<file path="config.mk">
export PLATFORM = sky130hd
export DESIGN_NAME = fpu_exc_ctl
export DESIGN_NICKNAME = d
export VERILOG_FILES = /design/src/verilog/fpu_exc_pkg.sv /design/src/verilog/fpu_exc_ctl.sv
export SDC_FILE = /design/constraint.sdc
export NUM_CORES = 1
export LEC_CHECK = 0
export ABC_CLOCK_PERIOD_IN_PS = 3960
export BUFFER_PORTS_ARGS = -buffer_cell sky130_fd_sc_hd__buf_2
export CORE_MARGIN = 3
export CORE_UTILIZATION = 43
export CTS_CLUSTER_SIZE = 40
export DETAILED_ROUTE_END_ITERATION = 8
export PLACE_DENSITY = 0.68
export SLEW_MARGIN = 15
export SYNTH_ARGS = -nofsm -noshare
export SYNTH_HDL_FRONTEND = slang
export SYNTH_SLANG_ARGS = --single-unit
</file>
<file path="constraint.sdc">
create_clock -name clk_i -period 3.96 [get_ports clk_i]
set_input_delay 0.792 -clock clk_i [delete_from_list [all_inputs] [get_ports clk_i]]
set_output_delay 0.792 -clock clk_i [all_outputs]
set_load 0.05 [all_outputs]
</file>
<file path="src/verilog/fpu_exc_pkg.sv">
package fpu_exc_pkg;

    // Register offsets on the APB.
    localparam logic [11:0] FP_STATUS_CONTROL_REG_OFS = 12'h000;
    localparam logic [11:0] SRC_OFS = 12'h004;
    localparam logic [11:0] EVT_OFS = 12'h008;
    localparam logic [11:0] CORE_OFS = 12'h00C;

    // Field positions of fp_status_control_reg.
    localparam int RM_LSB = 0;
    localparam int FLAG_LSB = 2;
    localparam int EN_LSB = 7;
    localparam int CAUSE_LSB = 12;
    localparam int DN_BIT = 18;
    localparam int SZ_BIT = 20;
    localparam int FR_BIT = 21;
    localparam logic [31:0] FP_STATUS_CONTROL_REG_WMASK = 32'h0037FFFF;
    localparam logic [31:0] FP_STATUS_CONTROL_REG_RESET = 32'h00040001;

    // Cause source indices: inexact, underflow, overflow, zero-div, invalid, error.
    localparam int SRC_I = 0;
    localparam int SRC_U = 1;
    localparam int SRC_O = 2;
    localparam int SRC_Z = 3;
    localparam int SRC_V = 4;
    localparam int SRC_E = 5;

    localparam logic [1:0] RM_NEAREST = 2'h0;
    localparam logic [1:0] RM_ZERO = 2'h1;

    localparam int CTRL_LOAD_CYCLES = 4;

    typedef enum {
        OP_OTHER,
        OP_DIV,
        OP_INNER,
        OP_MATRIX,
        OP_BANK,
        OP_SIZE,
        OP_MOVE
    } op_e;

    // One completing FP instruction from the pipeline.
    typedef struct packed {
        logic [2:0] op;
        logic in_slot;
        logic denorm_in;
        logic invalid;
        logic zero_div;
        logic ovf;
        logic unf;
        logic inexact;
        logic may_ovf;
        logic may_unf;
        logic may_inx;
        logic sign;
    } fp_op_s;

    // Result kind for untrapped outcomes.
    localparam logic [2:0] RES_NORMAL = 3'h0;
    localparam logic [2:0] RES_QNAN = 3'h1;
    localparam logic [2:0] RES_INF = 3'h2;
    localparam logic [2:0] RES_MAXNORM = 3'h3;
    localparam logic [2:0] RES_DENORM = 3'h4;
    localparam logic [2:0] RES_ZERO = 3'h5;
    localparam logic [2:0] RES_INEXACT = 3'h6;

    typedef struct packed {
        logic trap;
        logic illegal;
        logic slot_illegal;
        logic wb_en;
        logic [2:0] res_kind;
        logic res_sign;
        logic pair_xfer;
    } fp_resp_s;

endpackage

</file>
<file path="src/verilog/fpu_exc_ctl.sv">
// Our own choices: the register offsets and the APB slave port.
`timescale 1ns/1ps
`default_nettype none
module fpu_exc_ctl
    import fpu_exc_pkg::*;
(
    // Clock and reset.
    input wire logic clk_i,
    input wire logic rst_n_i,
    // APB slave.
    input wire logic psel_i,
    input wire logic penable_i,
    input wire logic pwrite_i,
    input wire logic [11:0] paddr_i,
    input wire logic [31:0] pwdata_i,
    output logic [31:0] prdata_o,
    output logic pready_o,
    output logic pslverr_o,
    // Pipeline side.
    input wire logic op_valid_i,
    input wire fp_op_s op_i,
    output logic op_ready_o,
    output fp_resp_s resp_o,
    output logic resp_valid_o,
    output logic fp_trap_o
);

    logic [31:0] fp_status_control_reg;
    logic fp_disable_bit;
    logic [7:0] trap_count;
    logic [2:0] load_wait;
    logic load_busy;
    logic [31:0] load_data;

    logic [1:0] rounding_select_field;
    logic [4:0] flag_f;
    logic [4:0] en_f;
    logic denorm_flush_bit;
    logic pair_transfer_size_bit;
    logic fp_bank_select_bit;

    assign rounding_select_field = fp_status_control_reg[RM_LSB +: 2];
    assign flag_f = fp_status_control_reg[FLAG_LSB +: 5];
    assign en_f = fp_status_control_reg[EN_LSB +: 5];
    assign denorm_flush_bit = fp_status_control_reg[DN_BIT];
    assign pair_transfer_size_bit = fp_status_control_reg[SZ_BIT];
    assign fp_bank_select_bit = fp_status_control_reg[FR_BIT];

    logic take;
    logic [5:0] cause;
    logic trap_now;
    logic is_matrix;
    logic is_inner;
    logic is_div;
    logic apb_acc;
    logic apb_wr;

    assign apb_acc = psel_i && penable_i && pready_o;
    assign apb_wr = apb_acc && pwrite_i;
    assign take = op_valid_i && op_ready_o && !fp_disable_bit;
    assign is_matrix = (op_i.op == 3'(OP_MATRIX));
    assign is_inner = (op_i.op == 3'(OP_INNER));
    assign is_div = (op_i.op == 3'(OP_DIV));

    // Sources; geometric instructions are approximate so always inexact.
    always_comb begin
        cause = 6'h00;
        cause[SRC_E] = op_i.denorm_in && !denorm_flush_bit;
        cause[SRC_V] = op_i.invalid;
        cause[SRC_Z] = is_div && op_i.zero_div;
        cause[SRC_O] = op_i.ovf;
        cause[SRC_U] = op_i.unf;
        cause[SRC_I] = op_i.inexact || op_i.ovf || op_i.unf || is_inner || is_matrix;
    end

    // Enables other than zero-div trap on possibility, so a trap may leave cause all zero.
    always_comb begin
        trap_now = cause[SRC_E];
        if (en_f[SRC_V] && (is_matrix || op_i.invalid)) begin
            trap_now = 1'b1;
        end
        if (en_f[SRC_Z] && cause[SRC_Z]) begin
            trap_now = 1'b1;
        end
        if (en_f[SRC_O] && (op_i.may_ovf || op_i.ovf)) begin
            trap_now = 1'b1;
        end
        if (en_f[SRC_U] && (op_i.may_unf || op_i.unf)) begin
            trap_now = 1'b1;
        end
        if (en_f[SRC_I] && (op_i.may_inx || cause[SRC_I])) begin
            trap_now = 1'b1;
        end
    end

    // Control loads stall the pipeline for several cycles to keep FP state consistent.
    always_ff @(posedge clk_i or negedge rst_n_i) begin
        if (!rst_n_i) begin
            load_wait <= 3'h0;
            load_busy <= 1'b0;
            load_data <= 32'h00000000;
        end else if (apb_wr && paddr_i == FP_STATUS_CONTROL_REG_OFS) begin
            load_busy <= 1'b1;
            load_wait <= 3'(CTRL_LOAD_CYCLES - 1);
            load_data <= pwdata_i & FP_STATUS_CONTROL_REG_WMASK;
        end else if (load_busy) begin
            if (load_wait == 3'h0) begin
                load_busy <= 1'b0;
            end else begin
                load_wait <= load_wait - 3'h1;
            end
        end
    end

    always_ff @(posedge clk_i or negedge rst_n_i) begin
        if (!rst_n_i) begin
            op_ready_o <= 1'b1;
        end else begin
            op_ready_o <= !(load_busy && load_wait != 3'h0) && !(apb_wr && paddr_i == FP_STATUS_CONTROL_REG_OFS);
        end
    end

    // Status/control register: cause, flags and mode bits updated in the completing cycle.
    always_ff @(posedge clk_i or negedge rst_n_i) begin
        if (!rst_n_i) begin
            fp_status_control_reg <= FP_STATUS_CONTROL_REG_RESET;
        end else if (load_busy && load_wait == 3'h0) begin
            fp_status_control_reg <= load_data;
        end else if (take) begin
            fp_status_control_reg[CAUSE_LSB +: 6] <= cause;
            // Flags record every source except the error source, even when the operation traps, so a handler sees the history.
            fp_status_control_reg[FLAG_LSB +: 5] <= flag_f | cause[4:0];
            if (op_i.op == 3'(OP_BANK)) begin
                fp_status_control_reg[FR_BIT] <= !fp_bank_select_bit;
            end
            if (op_i.op == 3'(OP_SIZE)) begin
                fp_status_control_reg[SZ_BIT] <= !pair_transfer_size_bit;
            end
        end
    end

    always_ff @(posedge clk_i or negedge rst_n_i) begin
        if (!rst_n_i) begin
            fp_disable_bit <= 1'b0;
        end else if (apb_wr && paddr_i == CORE_OFS) begin
            fp_disable_bit <= pwdata_i[0];
        end
    end

    // Response: trap, illegal, writeback and default result kind.
    always_ff @(posedge clk_i or negedge rst_n_i) begin
        if (!rst_n_i) begin
            resp_o <= '0;
            resp_valid_o <= 1'b0;
            fp_trap_o <= 1'b0;
        end else begin
            resp_valid_o <= op_valid_i && op_ready_o;
            fp_trap_o <= take && trap_now;
            resp_o <= '0;
            if (op_valid_i && op_ready_o && fp_disable_bit) begin
                resp_o.illegal <= !op_i.in_slot;
                resp_o.slot_illegal <= op_i.in_slot;
            end else if (take) begin
                resp_o.trap <= trap_now;
                resp_o.wb_en <= !trap_now;
                resp_o.res_sign <= op_i.sign;
                resp_o.pair_xfer <= (op_i.op == 3'(OP_MOVE)) && pair_transfer_size_bit;
                if (cause[SRC_V]) begin
                    resp_o.res_kind <= RES_QNAN;
                end else if (cause[SRC_Z]) begin
                    resp_o.res_kind <= RES_INF;
                end else if (cause[SRC_O]) begin
                    resp_o.res_kind <= (rounding_select_field == RM_ZERO) ?
                        RES_MAXNORM : RES_INF;
                end else if (cause[SRC_U]) begin
                    resp_o.res_kind <= denorm_flush_bit ? RES_ZERO : RES_DENORM;
                end else if (cause[SRC_I]) begin
                    resp_o.res_kind <= RES_INEXACT;
                end else begin
                    resp_o.res_kind <= RES_NORMAL;
                end
            end
        end
    end

    always_ff @(posedge clk_i or negedge rst_n_i) begin
        if (!rst_n_i) begin
            trap_count <= 8'h00;
        end else if (take && trap_now) begin
            trap_count <= trap_count + 8'h01;
        end
    end

    // APB: zero-wait, unmapped addresses answer with an error.
    always_ff @(posedge clk_i or negedge rst_n_i) begin
        if (!rst_n_i) begin
            pready_o <= 1'b0;
            prdata_o <= 32'h00000000;
            pslverr_o <= 1'b0;
        end else begin
            pready_o <= psel_i && !penable_i;
            pslverr_o <= 1'b0;
            prdata_o <= 32'h00000000;
            if (psel_i && !penable_i) begin
                case (paddr_i)
                    FP_STATUS_CONTROL_REG_OFS: prdata_o <= fp_status_control_reg;
                    SRC_OFS: prdata_o <= {26'h0, fp_status_control_reg[CAUSE_LSB +: 6]};
                    EVT_OFS: prdata_o <= {24'h0, trap_count};
                    CORE_OFS: prdata_o <= {31'h0, fp_disable_bit};
                    default: pslverr_o <= 1'b1;
                endcase
            end
        end
    end

endmodule
`default_nettype wire

</file>
* After elaboration in Yosys (flattened, before gate mapping) *
Index checks and enable logic that the tools add are counted.

operators by class
  $add $sub $neg = 2
  equal/unequal tests = 11
  multiplexer cells = 35
  bitwise operators = 1
  reductions and logical operators = 49

operators with widths
  cell                                                                number
  22-bit case mux with 4 select lines                                 1
  12-bit by 4-bit == test with 1-bit output, second input constant    2
  3-bit 2-to-1 mux                                                    8
  6-bit 2-to-1 mux                                                    4
  22-bit 2-to-1 mux                                                   1
  1-bit logical AND                                                   21
  1-bit 2-to-1 mux                                                    16
  12-bit by 3-bit == test with 1-bit output, second input constant    1
  12-bit zero test                                                    1
  5-bit 2-to-1 mux                                                    2
  3-bit == test, second input constant                                3
  1-bit zero test                                                     9
  8-bit by 1-bit adder with 8-bit output, second input constant       1
  1-bit logical OR                                                    8
  2-bit nonzero test                                                  4
  3-bit by 2-bit == test with 1-bit output, second input constant     2
  2-bit 2-to-1 mux                                                    3
  2-bit AND reduction                                                 3
  5-bit OR                                                            1
  4-bit OR reduction                                                  1
  3-bit by 1-bit == test with 1-bit output, second input constant     1
  3-bit zero test                                                     1
  3-bit nonzero test                                                  1
  3-bit by 1-bit subtractor with 3-bit output, second input constant  1
  other kinds (2)                                                     2

word-level totals
  register bits = 101
  word-level logic and storage cells = 120

* Depth between registers and ports, before layout *
  word-level depth = 11
  mapped depth = 7
  gate-level depth less buffers = 6

* Worst setup path before layout *
OpenSTA, ideal clock, no wires.

  path kind = input to register
  from = input port paddr_i[11]
  to = register load_data[0]
  library setup time = 0.125 ns
  arrival = 2.319 ns
  required time = 3.835 ns
  setup slack = 1.515 ns
  cell stages on the path = 6
  buffers on the path = 2
  cell sequence = nor4_1 -> nand3_1 -> or4_1 -> buf_4 -> buf_6 -> mux2_4

on the way
  longest elaborated chain between the ends = 2

ends and longest elaborated chain
  element               line                text
  from (decl)           fpu_exc_ctl.sv:14   input wire logic [11:0] paddr_i,
  12-bit zero test      fpu_exc_ctl.sv:102  end else if (apb_wr && paddr_i == FP_STATUS_CONTROL_REG_OFS) begin
  1-bit logical AND     fpu_exc_ctl.sv:102
  to (signal assigned)  fpu_exc_ctl.sv:105  load_data <= pwdata_i & FP_STATUS_CONTROL_REG_WMASK;
  to (decl)             fpu_exc_ctl.sv:33   logic [31:0] load_data;

No other way between the ends.
A chain may end at the register's enable or synchronous reset.

* Final worst setup path *
  from = input port paddr_i[11]
  to = register prdata_o[16]

on the way
  longest elaborated chain between the ends = 3
  elaborated cells on any way between the ends = 6
  classes of those cells = 3 x eq/ne; 2 x mux; 1 x reduce/logical

ends and longest elaborated chain
  element                                                                  line                text
  12-bit by 4-bit == test with 1-bit output, or another cell as far along  fpu_exc_ctl.sv:205  case (paddr_i)
  22-bit case mux with 4 select lines (*)                                  fpu_exc_ctl.sv:205
  22-bit 2-to-1 mux (*)                                                    fpu_exc_ctl.sv:204  if (psel_i && !penable_i) begin
  to (signal assigned)                                                     fpu_exc_ctl.sv:206  FP_STATUS_CONTROL_REG_OFS: prdata_o <= fp_status_control_reg;
  to (signal assigned)                                                     fpu_exc_ctl.sv:207  SRC_OFS: prdata_o <= {26'h0, fp_status_control_reg[CAUSE_LSB +: 6]};
  to (signal assigned)                                                     fpu_exc_ctl.sv:208  EVT_OFS: prdata_o <= {24'h0, trap_count};
  to (decl)                                                                fpu_exc_ctl.sv:16   output logic [31:0] prdata_o,

Every way passes the cells marked *; elsewhere a longest branch is shown, timed or not.

==> results.toml <==
[logic_synthesis]
syn_inst = 321
syn-cell-area_um2 = 3870
ys_ff_latch = 90
yosysWarnings = 0
seq_area_frac_synth_pct = 58.3
synth_edf_count = 0
async_reset_ff_share_pct = 100
synth_cell_types = 42
synth_ff_type = "dfrtp_1"
avgSynthCellArea_um2 = 12.1

[cells_and_area]
diodes = 0
drive_gt1_share_pct = 35.0
nets = 474
final_common_cell = "dfrtp_1"
finalNonFillerCells = 517
final_cell_mix = "dfrtp_1, buf_2, nor2_1, a21oi_1, nand2_1"
syn2layout_area_growth_pct = 16.4

[clocking]
max-clock-path-buffers = 2
cts_resized = 0
post-cts-setup-buffers = 0
root_buffer = "clkbuf_8"
cts.clk_slew.worst_paths_ns = 0.08
cts.sinks = 90
cts_tree = "yes"
cts_hold_buf = 0
insertion_delay_ns = 0.35
numCtsBuffers = 9
h-tree-depth = 3

[pwr]
power_leakage_nw = 2.41
p_comb_share_pct = 12.4
pwr-share-clk_pct = 30.2
switchingPower_uw = 488
p_sw_share_pct = 27.3
p_per_area_nw_per_um2 = 397
peakVddDrop_v = 0.000156
seqPwrFrac_pct = 57.4
p_int_mw = 1.30

[setup_path]
crit_arrival_ns = 2.66
r2r_setup_slack_ns = 1.88
worstPathRequired_ns = 4.25
start_kind = "input pin"
path_delay_family = "simple AND/OR/NAND/NOR gates"
cp_num_buf_inv = 1
cp_slowest_cell = "nor2_1"
path_cells = "buf_2 > nor4_1 > nand4_1 > or2_2 > nor2_1 > and2_1"
setup.worst_path.class = "input pin to register"
crit_path_end_kind = "register"
critPathMaxFanout = 13
slowest_delay_ns = 0.51

[drt]
drt_iter0_drc = 116
via_count = 2617
wl_per_cell_um = 15.1
drt_pass1_iterations = 4
final_antenna_net_count = 0
routed_wl_um = 7820
remaining_drc_errors = 0
viasPerCell = 5.06

[die]
die_w_um = 101
dieArea_um2 = 10200
rows = 33
core_um2 = 8460
die_h_um = 101
start_util_pct = 45.7
io_pins = 110

[global_route]
grt_pass1_wl_um = 12700
antenna_found_initial = 0
grt_max_degree = 91
grtUsageTotal_pct = 16.3
overflow = 0
grt_pass1_vias = 2536

[placed_design]
place_inst = 501
dp_hpwl_um = 5740
place.gp.congestion = 0.885
io_buffer_count = 87

[sta]
fin_tns_setup_ns = 0
finalCritPeriodShare_pct = 59.9
drv_slew = 0
final_hold_viol_count = 0
tightest_slew_ns = 0.796
setup_viol = 0
rsz0062_at_grt = "no"
fmax_mhz = 422
relSlewSlack_pct = 47.0
finClkSkew_ns = 0.0110
period_minus_slack_ns = 2.37

[run_status]
status = "complete, no violations"

[run]
cap_violations = 0

[worst_hold_path]
worst_hold_path_type = "register to register"
-- cell type report --
class	count	area, um2
Sequential cell	90	2260
Inverter	7	26.3
Clock buffer	13	149
Fill cell	729	3960
Tap cell	105	131
Multi-Input combinational cell	210	1470
Timing Repair Buffer	89	457
Clock inverter	3	17.5
-- stage by stage --
stage	power [mW]	util (%)	hold WS, ns	worst slack, ns	area [um2]
final	1.79	53.2	0.480	1.59	4500
after CTS	1.81	53.2	0.484	1.58	4500
after detailed placement	1.27	51.2	0.470	1.21	4330
after floorplan	1.19	-	0.441	1.52	3910
after global routing	1.89	53.2	0.514	1.30	4500
after global placement	1.26	51.2	0.457	1.25	4330
-- worst reg2reg max path, stage by stage (launching register included) --
cell and delay [ns]:
dfstp_2 0.56, and2_1 0.19, nand2b_1 0.44, or4_2 0.70
nor2_1 0.13
-- synth_stat cells (4+ instances only) --
| library cell | n | area, um2 |
|---|---|---|
| nand2_1 | 18 | 67.6 |
| mux2_4 | 17 | 255 |
| nand3_1 | 6 | 30.0 |
| clkbuf_1 | 9 | 33.8 |
| inv_1 | 7 | 26.3 |
| nor4_1 | 6 | 37.5 |
| and2_1 | 16 | 100 |
| mux2i_1 | 8 | 80.1 |
| xor2_1 | 7 | 61.3 |
| dfrtp_1 | 87 | 2180 |
| nor2_1 | 37 | 139 |
| mux2_2 | 14 | 158 |
| buf_4 | 12 | 90.1 |
| a31oi_1 | 4 | 25.0 |
| nor3_1 | 9 | 45.0 |
| a21oi_1 | 21 | 105 |
| nor2b_1 | 4 | 25.0 |
-- final timing paths --
| check | depth (start not counted) | startpoint | endpoint |
|---|---|---|---|
| hold reg to reg | 1 | trap_count[7] | trap_count[7] |
| setup reg to reg | 4 | op_ready_o | resp_o[4] |
| setup / recovery | 6 | paddr_i[11] | prdata_o[16] |
| max in group asynchronous | 1 | rst_n_i | prdata_o[2] |
| hold / removal | 1 | trap_count[7] | trap_count[7] |
| min in group asynchronous | 1 | rst_n_i | load_wait[1] |
-- cell families (layout without fill, tap and decap cells) --
logic type      after synthesis  count (layout)  synth area share (%)
flops                        90              90                  58.3
simple gates                114             114                  15.1
fa+ha+maj                     3               3                 0.970
buf+inv                      31             112                  4.75
compound gates               32              32                  5.17
xor+xnor                     10              10                  2.26
other cells                   1              11                0.0969
mux                          40              40                  13.3
-- power groups by stage --
| stage | Combinational, mW | Clock (mW) | Sequential [mW] |
|---|---|---|---|
| final | 0.221 | 0.541 | 1.03 |
| after global routing | 0.249 | 0.609 | 1.03 |
| after CTS | 0.223 | 0.559 | 1.03 |
| after detailed placement | 0.222 | 0 | 1.04 |
| after global placement | 0.218 | 0 | 1.04 |
| after floorplan | 0.141 | 0 | 1.05 |
-- routing by layer --
layer  vias up  part of all wire [%]  wire [um]  track usage, %
met3        15                   7.2        564            3.67
met1      1252                    45       3550            23.5
li1       1247                     -          -               -
met2       103                    45       3510            23.5
met5         -                     0          0               0
met4         0                   2.5        196            7.67
Power figures use the tool's default switching activity.
